===== config.mk =====
export PLATFORM = sky130hd
export DESIGN_NAME = updown_wiper_step_control_flat
export DESIGN_NICKNAME = d
export VERILOG_FILES = /design/src/design/updown_wiper_pkg.sv /design/src/design/updown_wiper_if.sv /design/src/design/updown_wiper_step_control.sv /design/src/flat_wrapper.sv
export SDC_FILE = /design/constraint.sdc
export NUM_CORES = 1
export LEC_CHECK = 0
export BUFFER_PORTS_ARGS = -buffer_cell sky130_fd_sc_hd__buf_4
export CORE_ASPECT_RATIO = 0.8
export CORE_MARGIN = 2
export CORE_UTILIZATION = 45
export DETAILED_ROUTE_END_ITERATION = 6
export GPL_TIMING_DRIVEN = 0
export PLACE_DENSITY = 0.67
export SETUP_SLACK_MARGIN = 0.1
export SLEW_MARGIN = 20
export SYNTH_ARGS = -nofsm -noshare
export SYNTH_HDL_FRONTEND = slang
export SYNTH_SLANG_ARGS = --single-unit

===== constraint.sdc =====
create_clock -name clk_i -period 2.51 [get_ports clk_i]
set_input_delay 0.251 -clock clk_i [delete_from_list [all_inputs] [get_ports clk_i]]
set_output_delay 0.251 -clock clk_i [all_outputs]
set_load 0.02 [all_outputs]

===== src/design/updown_wiper_pkg.sv =====
// Package with shared constants and types for the stepped attenuator link
package updown_wiper_pkg;

	// ----------------------------------------------------------------
	// Tap code
	// ----------------------------------------------------------------
	localparam int unsigned TAP_W     = 5;
	localparam logic [4:0]  TAP_MAX   = 5'h1f;
	localparam logic [4:0]  TAP_MIN   = 5'h00;
	localparam logic [4:0]  TAP_RESET = 5'h1f;

	// ----------------------------------------------------------------
	// Timing
	// ----------------------------------------------------------------
	localparam int unsigned CLK_HZ        = 50000000;
	localparam int unsigned ZC_TIMEOUT_MS = 50;
	localparam int unsigned ZC_TIMEOUT_CYC =
		(CLK_HZ / 1000) * ZC_TIMEOUT_MS;
	localparam int unsigned ZC_CNT_W = 22;
	// Host phase length, keeps each pin level for several clocks
	localparam int unsigned HOST_PHASE_CYC = 4;

	typedef enum logic [3:0] {
		H_IDLE  = 4'h1,
		H_SEL   = 4'h2,
		H_HIGH  = 4'h4,
		H_LOW   = 4'h8
	} host_state_t;

endpackage


===== src/design/updown_wiper_if.sv =====
// Interface joining the host and the attenuator control
`timescale 1ns/1ps
interface updown_wiper_if;
	logic select;
	logic step;
	logic zero_cross_enable_n;

	modport host (
		output select,
		output step,
		output zero_cross_enable_n
	);
	modport device (
		input  select,
		input  step,
		input  zero_cross_enable_n
	);
endinterface


===== src/design/updown_wiper_step_control.sv =====
// Device end: wiper position counter with zero-crossing gating
// Function
// RULE1 - Ignore steps while select is low
// RULE2 - Select rise latches direction from step
// RULE3 - Direction fixed while select stays high
// RULE4 - Step rising edge moves one tap
// RULE5 - Select fall holds current position
// RULE6 - Reset loads tap 31, maximum attenuation
// RULE7 - Select high at reset means increment
// RULE8 - Low enable turns gating on
// RULE9 - Gated change applies at zero crossing
// RULE10 - Gated change applies after 50ms timeout
// RULE11 - Host idles all inputs low
// RULE12 - Five-bit code spans taps 0 to 31
// RULE13 - Counter saturates at both ends
// RULE14 - Increment raises code, decrement lowers
`timescale 1ns/1ps
module updown_wiper_step_control #(
	parameter int unsigned TIMEOUT_CYC = updown_wiper_pkg::ZC_TIMEOUT_CYC
) (
	input  wire logic       clk_i,
	input  wire logic       rst_n_i,
	updown_wiper_if.device  link,
	input  wire logic       zero_cross_i,
	output logic [4:0]      position_o,
	output logic [4:0]      wiper_o,
	output logic            change_pending_o,
	output logic            increment_mode_o
);

	// ----------------------------------------------------------------
	// Edge detection
	// ----------------------------------------------------------------
	logic select_q;
	logic step_q;
	logic sel_rise;
	logic step_rise;

	// Previous levels start high so that a select already high at
	// reset is not mistaken for a fresh rising edge
	always_ff @(posedge clk_i or negedge rst_n_i) begin
		if (!rst_n_i) begin
			select_q <= 1'b1;
			step_q   <= 1'b1;
		end else begin
			select_q <= link.select;
			step_q   <= link.step;
		end
	end

	assign sel_rise  = link.select && !select_q;
	assign step_rise = link.select && select_q && link.step && !step_q; // RULE1

	// ----------------------------------------------------------------
	// Direction latch
	// ----------------------------------------------------------------
	always_ff @(posedge clk_i or negedge rst_n_i) begin
		if (!rst_n_i) begin
			increment_mode_o <= 1'b1; // RULE7
		end else if (sel_rise) begin
			increment_mode_o <= link.step; // RULE2 RULE3
		end
	end

	// ----------------------------------------------------------------
	// Position counter
	// ----------------------------------------------------------------
	logic [4:0] next_position;

	always_comb begin
		next_position = position_o;
		if (step_rise) begin // RULE4
			if (increment_mode_o) begin
				if (position_o != updown_wiper_pkg::TAP_MAX) begin // RULE13
					next_position = position_o + 5'h01; // RULE14
				end
			end else begin
				if (position_o != updown_wiper_pkg::TAP_MIN) begin // RULE13
					next_position = position_o - 5'h01; // RULE14
				end
			end
		end
	end

	// Counter only moves on steps, so select low simply holds it
	always_ff @(posedge clk_i or negedge rst_n_i) begin
		if (!rst_n_i) begin
			position_o <= updown_wiper_pkg::TAP_RESET; // RULE6 RULE12
		end else begin
			position_o <= next_position; // RULE5
		end
	end

	// ----------------------------------------------------------------
	// Zero-crossing gating
	// ----------------------------------------------------------------
	logic [21:0] zc_count;
	logic        timeout_hit;

	assign change_pending_o = (wiper_o != position_o);
	assign timeout_hit = (zc_count >= 22'(TIMEOUT_CYC - 1));

	// Timeout restarts only once the wiper catches up, so a burst of
	// steps cannot stretch the wait beyond one timeout period
	always_ff @(posedge clk_i or negedge rst_n_i) begin
		if (!rst_n_i) begin
			zc_count <= 22'h000000;
		end else if (!change_pending_o || link.zero_cross_enable_n) begin
			zc_count <= 22'h000000;
		end else if (!timeout_hit) begin
			zc_count <= zc_count + 22'h000001;
		end
	end

	always_ff @(posedge clk_i or negedge rst_n_i) begin
		if (!rst_n_i) begin
			wiper_o <= updown_wiper_pkg::TAP_RESET; // RULE6
		end else if (link.zero_cross_enable_n) begin
			wiper_o <= position_o; // RULE8
		end else if (change_pending_o && zero_cross_i) begin
			wiper_o <= position_o; // RULE9
		end else if (change_pending_o && timeout_hit) begin
			wiper_o <= position_o; // RULE10
		end
	end

endmodule


===== src/flat_wrapper.sv =====
// flat-port wrapper written by rule: the top's interface ports become plain ports
module updown_wiper_step_control_flat 
#(
	parameter int unsigned TIMEOUT_CYC = updown_wiper_pkg::ZC_TIMEOUT_CYC
)
  (clk_i, rst_n_i, zero_cross_i, position_o, wiper_o, change_pending_o, increment_mode_o, link_select, link_step, link_zero_cross_enable_n);
  updown_wiper_if link_i ();
  input  wire logic clk_i;
  input  wire logic rst_n_i;
  input  wire logic zero_cross_i;
  output logic [4:0] position_o;
  output logic [4:0] wiper_o;
  output logic change_pending_o;
  output logic increment_mode_o;
  input wire logic [$bits(link_i.select)-1:0] link_select;
  input wire logic [$bits(link_i.step)-1:0] link_step;
  input wire logic [$bits(link_i.zero_cross_enable_n)-1:0] link_zero_cross_enable_n;
  assign link_i.select = link_select;
  assign link_i.step = link_step;
  assign link_i.zero_cross_enable_n = link_zero_cross_enable_n;
  updown_wiper_step_control #(.TIMEOUT_CYC(TIMEOUT_CYC)) u_core (.clk_i(clk_i), .rst_n_i(rst_n_i), .link(link_i), .zero_cross_i(zero_cross_i), .position_o(position_o), .wiper_o(wiper_o), .change_pending_o(change_pending_o), .increment_mode_o(increment_mode_o));
endmodule

# Word-level counts from Yosys, hierarchy flattened
# Cells that the tools add are included.
[classes] n_addsub=3 mux=8 n_eq_ne=4 n_reduce_logical=14 magnitude_cmp=1
[ops] operator="two-way mux 22 bit" n=2
[ops] operator="two-way mux 5 bit" n=6
[ops] operator="adder 22 x 1 -> 22 bit (second input constant)" n=1
[ops] operator=">= comparator 22 bit (second input constant)" n=1
[ops] operator="logical AND 1 bit" n=6
[ops] operator="adder 5 x 1 -> 5 bit (second input constant)" n=1
[ops] operator="!= test 5 bit" n=1
[ops] operator="!= test 5 bit (second input constant)" n=1
[ops] operator="nonzero test 5 bit" n=1
[ops] operator="subtractor 5 x 1 -> 5 bit (second input constant)" n=1
[ops] operator="!= test 2 bit (second input constant)" n=2
[ops] operator="zero test 1 bit" n=3
[ops] operator="AND reduction 3 bit" n=1
[ops] operator="nonzero test 3 bit" n=1
[ops] operator="nonzero test 2 bit" n=1
[ops] operator="logical OR 1 bit" n=1
[totals] reg_bits=35 wordCells=36 input_bits=6

# Depth between registers and ports, before layout
# Gate-level depths: netlist (run 1).
[depth] depth_word=5 ltp_mapped=7

# Least setup slack after synthesis (run 1)
# OpenSTA, ideal clock, no wires.
[synth_timing] path_type="reg2reg" start="register u_core.zc_count[12]" end="register u_core.wiper_o[0]" t_arrival_ns=1.911 required_ns=2.428 setup_time_ns=0.082 n_path_buf=0 setup_slack_ns=0.517 path_stages_with_launch=6 path_cell_list="dfrtp_1 > or3_4 > o41a_4 > o21ai_4 > o22ai_4 > mux2_4"
[synth_via] elab_chain_cells=3
[synth_lines] element="start: declaration" line="updown_wiper_step_control.sv:97" source="logic [21:0] zc_count;"
[synth_lines] element="start signal: assignment" line="updown_wiper_step_control.sv:111" source="zc_count <= zc_count + 22'h000001;"
[synth_lines] element=">= comparator 22 bit" line="updown_wiper_step_control.sv:101" source="assign timeout_hit = (zc_count >= 22'(TIMEOUT_CYC - 1));"
[synth_lines] element="logical AND 1 bit" line="updown_wiper_step_control.sv:122" source="end else if (change_pending_o && timeout_hit) begin"
[synth_lines] element="nonzero test 3 bit (no source line)"
[synth_lines] element="end signal: assignment" line="updown_wiper_step_control.sv:119" source="wiper_o <= position_o;"
[synth_lines] element="end signal: assignment" line="updown_wiper_step_control.sv:121" source="wiper_o <= position_o;"
[synth_lines] element="end signal: assignment" line="updown_wiper_step_control.sv:123" source="wiper_o <= position_o;"
[synth_lines] element="end: declaration" line="updown_wiper_step_control.sv:26" source="output logic [4:0] wiper_o,"
# No other way between the ends.
# A chain may end at the register's enable or synchronous reset.

# Worst setup path in the final report (run 1)
[layout_timing] start="register u_core.zc_count[12]" end="register u_core.zc_count[6]"
[layout_via] elab_chain_cells=2
[layout_lines] element=">= comparator 22 bit" line="updown_wiper_step_control.sv:101"
[layout_lines] element="!= test 2 bit (no source line)"
# No other way between the ends.

==> impl_metrics.tcl, run 1 <==
set metrics [dict create \
    outcome "finished clean" \
    detailedRoute.firstIterationViolations 174 \
    critPathMaxFanout 10 \
    hold_path_depth 1 \
    synthesis.yosys.warnings 0 \
    drc 0 \
    synth_area_sq_um 2130 \
    ff2ff_setup_slack_ns 0.22 \
    reg2reg_depth 8 \
    clk_pwr_share_pct 20.9 \
    pwr-share-seq_pct 43.5 \
    min_cycle_time_layout_ns 2.29 \
    worstPathArrival_ns 2.51 \
    timing.setup.critical_path_class "reg2reg" \
    async_reset_ff_share_pct 100 \
    cts_tree "built" \
    first_pass_grt_wire_length_mm 8.11 \
    switching_power_uw 758 \
    powerDensity_nw_per_um2 849 \
    internal_power_of_the_cells_uw 1330 \
    core_area_sq_um 4570 \
    maxSlewViolCount 0 \
    groute.usage.overall_pct 20.2 \
    ir_worst_vdd_mv 0.505 \
    worstHoldEndpoint "u_core.step_q" \
    total_congestion_overflow_after_global_routing 0 \
    largest_net_degree_at_the_start_of_global_routing 36 \
    antenna_violating_nets_left 0 \
    place.gp.congestion 0.844 \
    antenna_cells 0 \
    routedWlPerCell_microns 16.6 \
    worst_ep_required_time_ns 2.73 \
    worst_r2r_startpoint "u_core.zc_count[12]" \
    clkSlewWorstSetupHoldPaths_ns 0.07 \
    yosys.area.top_type "sky130_fd_sc_hd__dfrtp_1" \
    initial_cell_density_of_the_core_pct 46.7 \
    ys_dominant_reg_cell "sky130_fd_sc_hd__dfrtp_1" \
    hp-class "in2reg" \
    die_outline_area_sq_um 5310 \
    slew-limit-headroom_pct 44.7 \
    endpoint_kind "flop" \
    final_critical_path_setup_slack_ns 0.216 \
    p_comb_share_pct 35.7 \
    ys_seq_elements 35 \
    layout-drive-gt1-share_pct 26.6 \
    ioPinCount 18 \
    setup_viol 0 \
    drt_pass1_iterations 4 \
    yosys-top-cells-area "sky130_fd_sc_hd__dfrtp_1, sky130_fd_sc_hd__dfstp_2, sky130_fd_sc_hd__or4_1, sky130_fd_sc_hd__a21oi_1, sky130_fd_sc_hd__mux2_4" \
    fmaxAchievable_mhz 436 \
    count_of_nets_after_finishing 243 \
    switching_share_pct 36.4 \
    hold_path_startpoint "link_step" \
    row_count 22 \
    synth.net_count 216 \
    area_growth_pct 15.0 \
    detail_route.wirelength_mm 4.86 \
    detailroute.via_count 1778 \
    post-synth-top-area-fraction_pct 25.8 \
    rsz0062_at_grt "false" \
    static-leakage-power_uw 0.000990 \
    hpwl_mm 3.28 \
    synth.avg_cell_area_sq_um 10.4 \
    terminus_of_the_critical_flop_to_flop_path "u_core.zc_count[6]" \
    start_kind "flop" \
    max-cap-violations 0 \
    die-width_microns 81 \
    yosys.cell_count.top_type "sky130_fd_sc_hd__dfrtp_1" \
    h-tree-depth 2 \
    tns_ns 0 \
    number_of_global_route_vias_before_repair 1630 \
    synth-edff-count 0 \
    final.period_utilization_pct 91.4 \
    drt-vias-per-instance 6.07 \
    clkLatencyLatePin_ns 0.30 \
    total_clock_sinks 35 \
    io_buffer_count 17 \
    worst_pin_slew_ns 0.829 \
    clock_tree.root_cell "sky130_fd_sc_hd__clkbuf_8" \
    netlist_top_cells_count "sky130_fd_sc_hd__dfrtp_1, sky130_fd_sc_hd__a21oi_1, sky130_fd_sc_hd__or4_1" \
    antenna_found_initial 0 \
    netlist_instances 205 \
    finalHoldViolCount 0 \
    n_fill_cell 424 \
    floorplan.die.height_microns 65.6 \
    synth_cell_type_count 44 \
    cts_buffers 5 \
    synth-seq-area-share_pct 41.8 \
    cts_buffer_depth 2 \
    finClkSkew_ns 0.00637 \
    dp_worst_setup_slack_ns 0.160 \
]
==> metrics by stage <==
stage | power, uW | area, sq um | std cells | hold slack [ns] | util (%)
5_1_grt | 2220 | 2450 | 293 | 0.0710 | 53.7
4_1_cts | 2110 | 2440 | 291 | 0.0650 | 53.4
2_1_floorplan | 1400 | 2130 | 205 | -0.0446 | -
6_report | 2080 | 2450 | 293 | 0.0697 | 53.7
3_5_place_dp | 1660 | 2340 | 282 | 0.237 | 51.2
3_3_place_gp | 1650 | 2340 | 282 | 0.234 | 51.2
==> cells by family (layout without fill, tap and decap cells) <==
family	Yosys count	in the layout	synth area share, %
AND/OR/NAND/NOR	70	70	19.8
AO/OA/AOI/OAI	64	64	22.1
flip-flops	35	35	41.8
buffers and inverters	14	42	4.40
XOR/XNOR	10	10	4.10
multiplexers	7	7	4.57
adder cells (fa/ha/maj)	5	5	3.28
==> how the worst max path moves through the flow <==
stage | end | slack [ns] | startpoint
floorplan | u_core.wiper_o[0] | 0.52 | u_core.zc_count[12]
global placement | u_core.zc_count[21] | 0.12 | u_core.zc_count[14]
detailed placement | u_core.zc_count[21] | 0.16 | u_core.zc_count[16]
CTS | u_core.zc_count[21] | 0.14 | u_core.zc_count[16]
global route | u_core.zc_count[10] | 0.11 | u_core.zc_count[12]
finish | u_core.zc_count[6] | 0.22 | u_core.zc_count[12]
==> power by group through the flow <==
stage	clock (uW)	combinational (uW)	sequential [uW]
finish	435	744	906
global route	471	822	930
CTS	451	750	906
detailed placement	0	745	914
global placement	0	737	909
floorplan	0	416	980
==> sequential cells by signal, summed over array words and instances (netlist names) <==
signal and count:
u_core.position_o 5, u_core.wiper_o 5, u_core.zc_count 22, u_core.select_q 1, u_core.step_q 1, u_core.increment_mode_o 1
==> what timing repair did <==
item                       4_1_cts  5_1_grt
hold endpoints to repair        22        0
hold buffers                     1        0
setup buffers                    0        2
setup endpoints to repair        0       26
resized for setup                0        2
==> placed cells by master, fill, tap and decap left out, types with 7 or more instances in the layout <==
master                       n
sky130_fd_sc_hd__a21oi_1    18
sky130_fd_sc_hd__buf_4      20
sky130_fd_sc_hd__dfrtp_1    22
sky130_fd_sc_hd__dfstp_2    13
sky130_fd_sc_hd__nand2_1    13
sky130_fd_sc_hd__nor2_1      8
sky130_fd_sc_hd__o2111ai_1   7
sky130_fd_sc_hd__o211ai_1    9
sky130_fd_sc_hd__o21ai_1     8
sky130_fd_sc_hd__o31ai_1     9
sky130_fd_sc_hd__or4_1      16
==> worst max-delay path, stage by stage, from the launching register on <==
cell and delay (ns):
sky130_fd_sc_hd__dfrtp_1 0.44, sky130_fd_sc_hd__or3_4 0.42, sky130_fd_sc_hd__a31oi_2 0.18, sky130_fd_sc_hd__o31ai_2 0.07
sky130_fd_sc_hd__buf_4 0.18, sky130_fd_sc_hd__buf_4 0.14, sky130_fd_sc_hd__buf_6 0.13, sky130_fd_sc_hd__or4_1 0.50
sky130_fd_sc_hd__a21oi_1 0.15
==> area by class of cell <==
cell class	count	area (sq um)	area share, %
multi-input cells	156	1150	46.8
flip-flops and latches	35	892	36.3
repair buffers	20	153	6.22
plain buffers	12	87.6	3.57
clock buffers	7	86.3	3.52
well taps	60	75.1	3.06
inverters	2	7.51	0.306
clock inverters	1	5.00	0.204
==> metal layers <==
metal	part of all wire, %	global-route usage, %
met1	51	30.5
met2	41	27.7
met3	5.6	3.85
met4	2.1	8.90
met5	0	0
(Power assumes the default switching activity.)
==> run 2, diff against run 1 <==
PLACE_DENSITY = 0.69   (was 0.67)
clock period = 2 ns   (was 2.51 ns; I/O delays follow)
==> run 2 against run 1 <==
The flow now finishes with violations (setup timing). Global-route usage grew 4.3 points. Critical path type unchanged. Combinational power grew 94%. Maximum frequency grew 7.2%. Sequential power grew 19%.
==> impl_metrics.tcl, run 2 (synthesized netlist as in run 1, its figures left out) <==
set metrics [dict create \
    initial_cell_density_of_the_core_pct 46.7 \
    ioPinCount 18 \
    largest_net_degree_at_the_start_of_global_routing 36 \
    routedWlPerCell_microns 21.3 \
    total_clock_sinks 35 \
    hold_path_startpoint "link_step" \
    clkSlewWorstSetupHoldPaths_ns 0.07 \
    cts_buffers 5 \
    ff2ff_setup_slack_ns -0.14 \
    floorplan.die.height_microns 65.6 \
    worst_r2r_startpoint "u_core.zc_count[3]" \
    critPathMaxFanout 7 \
    terminus_of_the_critical_flop_to_flop_path "u_core.zc_count[10]" \
    first_pass_grt_wire_length_mm 9.69 \
    total_congestion_overflow_after_global_routing 0 \
    powerDensity_nw_per_um2 963 \
    worst_ep_required_time_ns 2.24 \
    endpoint_kind "flop" \
    largest-register "u_core.zc_count" \
    antenna_found_initial 0 \
    worstPathArrival_ns 2.38 \
    largest_registers "u_core.zc_count x22, u_core.position_o x5, u_core.wiper_o x5" \
    h-tree-depth 2 \
    most-common-layout-cells "sky130_fd_sc_hd__buf_4, sky130_fd_sc_hd__dfrtp_1, sky130_fd_sc_hd__dfstp_2" \
    worst_pin_slew_ns 0.558 \
    layout-drive-gt1-share_pct 57.1 \
    detailroute.via_count 2154 \
    clkLatencyLatePin_ns 0.31 \
    antenna_cells 0 \
    rsz0062_at_grt "true" \
    die_outline_area_sq_um 5310 \
    io_buffer_count 17 \
    tns_ns -0.944 \
    reg2reg_depth 6 \
    critPathMaxStageDelay_ns 0.59 \
    antenna_violating_nets_left 0 \
    worstHoldEndpoint "u_core.step_q" \
    violations_in_the_final_reports "setup timing" \
    row_count 22 \
    finClkSkew_ns 0.00695 \
    critical-path-top-delay-family "simple AND/OR/NAND/NOR gates" \
    drt-vias-per-instance 6.43 \
    hp-class "in2reg" \
    die-width_microns 81 \
    setup_viol 21 \
    cts_buffer_depth 2 \
    final_critical_path_setup_slack_ns -0.139 \
    layout_commonest_cell "sky130_fd_sc_hd__buf_4" \
    slew-limit-headroom_pct 62.8 \
    ir_worst_vdd_mv 0.536 \
    groute.usage.overall_pct 24.5 \
    final.period_utilization_pct 107 \
    drc 0 \
    detail_route.wirelength_mm 7.14 \
    hpwl_mm 3.39 \
    cp_cell_sequence "and4_1, and3_1, buf_4, nand4_1, or4_4, a21oi_2" \
    final.hold.worst_slack_ns 0.00606 \
    hold_path_depth 1 \
    outcome "finished, violations left" \
    finalHoldViolCount 0 \
    largest_reg_flops 22 \
    post_dp_cell_area_sq_um 2360 \
    place.gp.congestion 0.861 \
    cpMaxStageDelayCell "sky130_fd_sc_hd__or4_4" \
    fmaxAchievable_mhz 467 \
    area_growth_pct 51.3 \
    core_area_sq_um 4570 \
    critPathBufInv 1 \
    number_of_global_route_vias_before_repair 1906 \
    min_cycle_time_layout_ns 2.14 \
    static-leakage-power_uw 0.00132 \
    max-cap-violations 0 \
    maxSlewViolCount 0 \
    start_kind "flop" \
    timing.setup.critical_path_class "reg2reg" \
    detailedRoute.firstIterationViolations 226 \
    post-place-cells 282 \
    clock_tree.root_cell "sky130_fd_sc_hd__clkbuf_8" \
    finalInstanceArea_sq_um 3230 \
    overall_power_consumption_uw 3110 \
    count_of_nets_after_finishing 285 \
    cts_tree "built" \
    drt_pass1_iterations 4 \
    instances_no_fill 335 \
]
run 2: power by group:
| group | internal, uW | leakage, uW | switching, uW |
|---|---|---|---|
| clock | 313 | 0.0000505 | 282 |
| sequential | 922 | 0.000430 | 159 |
| combinational | 739 | 0.000840 | 696 |
| total | 1970 | 0.00132 | 1140 |
run 2: area by class of cell:
cell class | count | area, sq um
clock buffer | 7 | 96.3
timing repair buffer | 62 | 577
clock inverter | 1 | 7.51
buffer | 12 | 140
tap | 60 | 75.1
inverter | 2 | 11.3
multi-input combinational | 156 | 1420
sequential | 35 | 901
fill | 313 | 1340
run 2: routing by layer:
layer / vias to the layer above / track usage (%) / share of wire (%)
li1: 944 / - / -
met3: 27 / 4.53 / 8.6
met5: - / 0 / 0
met4: 0 / 11.7 / 3.9
met2: 116 / 35.6 / 46
met1: 1067 / 35.0 / 41
run 2: worst register-to-register path, stage by stage, from the launching register on:
cell,delay [ns]
sky130_fd_sc_hd__dfrtp_2,0.45
sky130_fd_sc_hd__and4_1,0.28
sky130_fd_sc_hd__and3_1,0.19
sky130_fd_sc_hd__buf_4,0.17
sky130_fd_sc_hd__nand4_1,0.26
sky130_fd_sc_hd__or4_4,0.59
sky130_fd_sc_hd__a21oi_2,0.13
run 2: how the worst max path moves through the flow:
| stage | from | endpoint | cells after the start |
|---|---|---|---|
| final | u_core.zc_count[3] | u_core.zc_count[10] | 6 |
| after global routing | u_core.zc_count[4] | u_core.zc_count[10] | 6 |
| after CTS | u_core.zc_count[12] | u_core.zc_count[11] | 7 |
| after detailed placement | u_core.zc_count[16] | u_core.zc_count[21] | 7 |
| after global placement | u_core.zc_count[14] | u_core.zc_count[21] | 7 |
| after floorplan | u_core.zc_count[11] | u_core.zc_count[10] | 5 |
run 2: what timing repair did:
item                                   in CTS  in global routing
hold buffers                                1                  0
setup endpoints to repair                  31                 28
endpoints found under the hold margin      22                  0
cloned                                      2                  3
pin swaps                                  34                 26
buffers inserted                           24                 15
gates resized for setup                    37                 44
run 2: metrics by stage:
| stage | setup slack (ns) | util [%] |
|---|---|---|
| after floorplan | 0.0541 | - |
| after global placement | -0.231 | 51.8 |
| after detailed placement | -0.237 | 51.8 |
| after CTS | -0.0328 | 62.7 |
| after global routing | -0.227 | 70.7 |
| final | -0.139 | 70.7 |
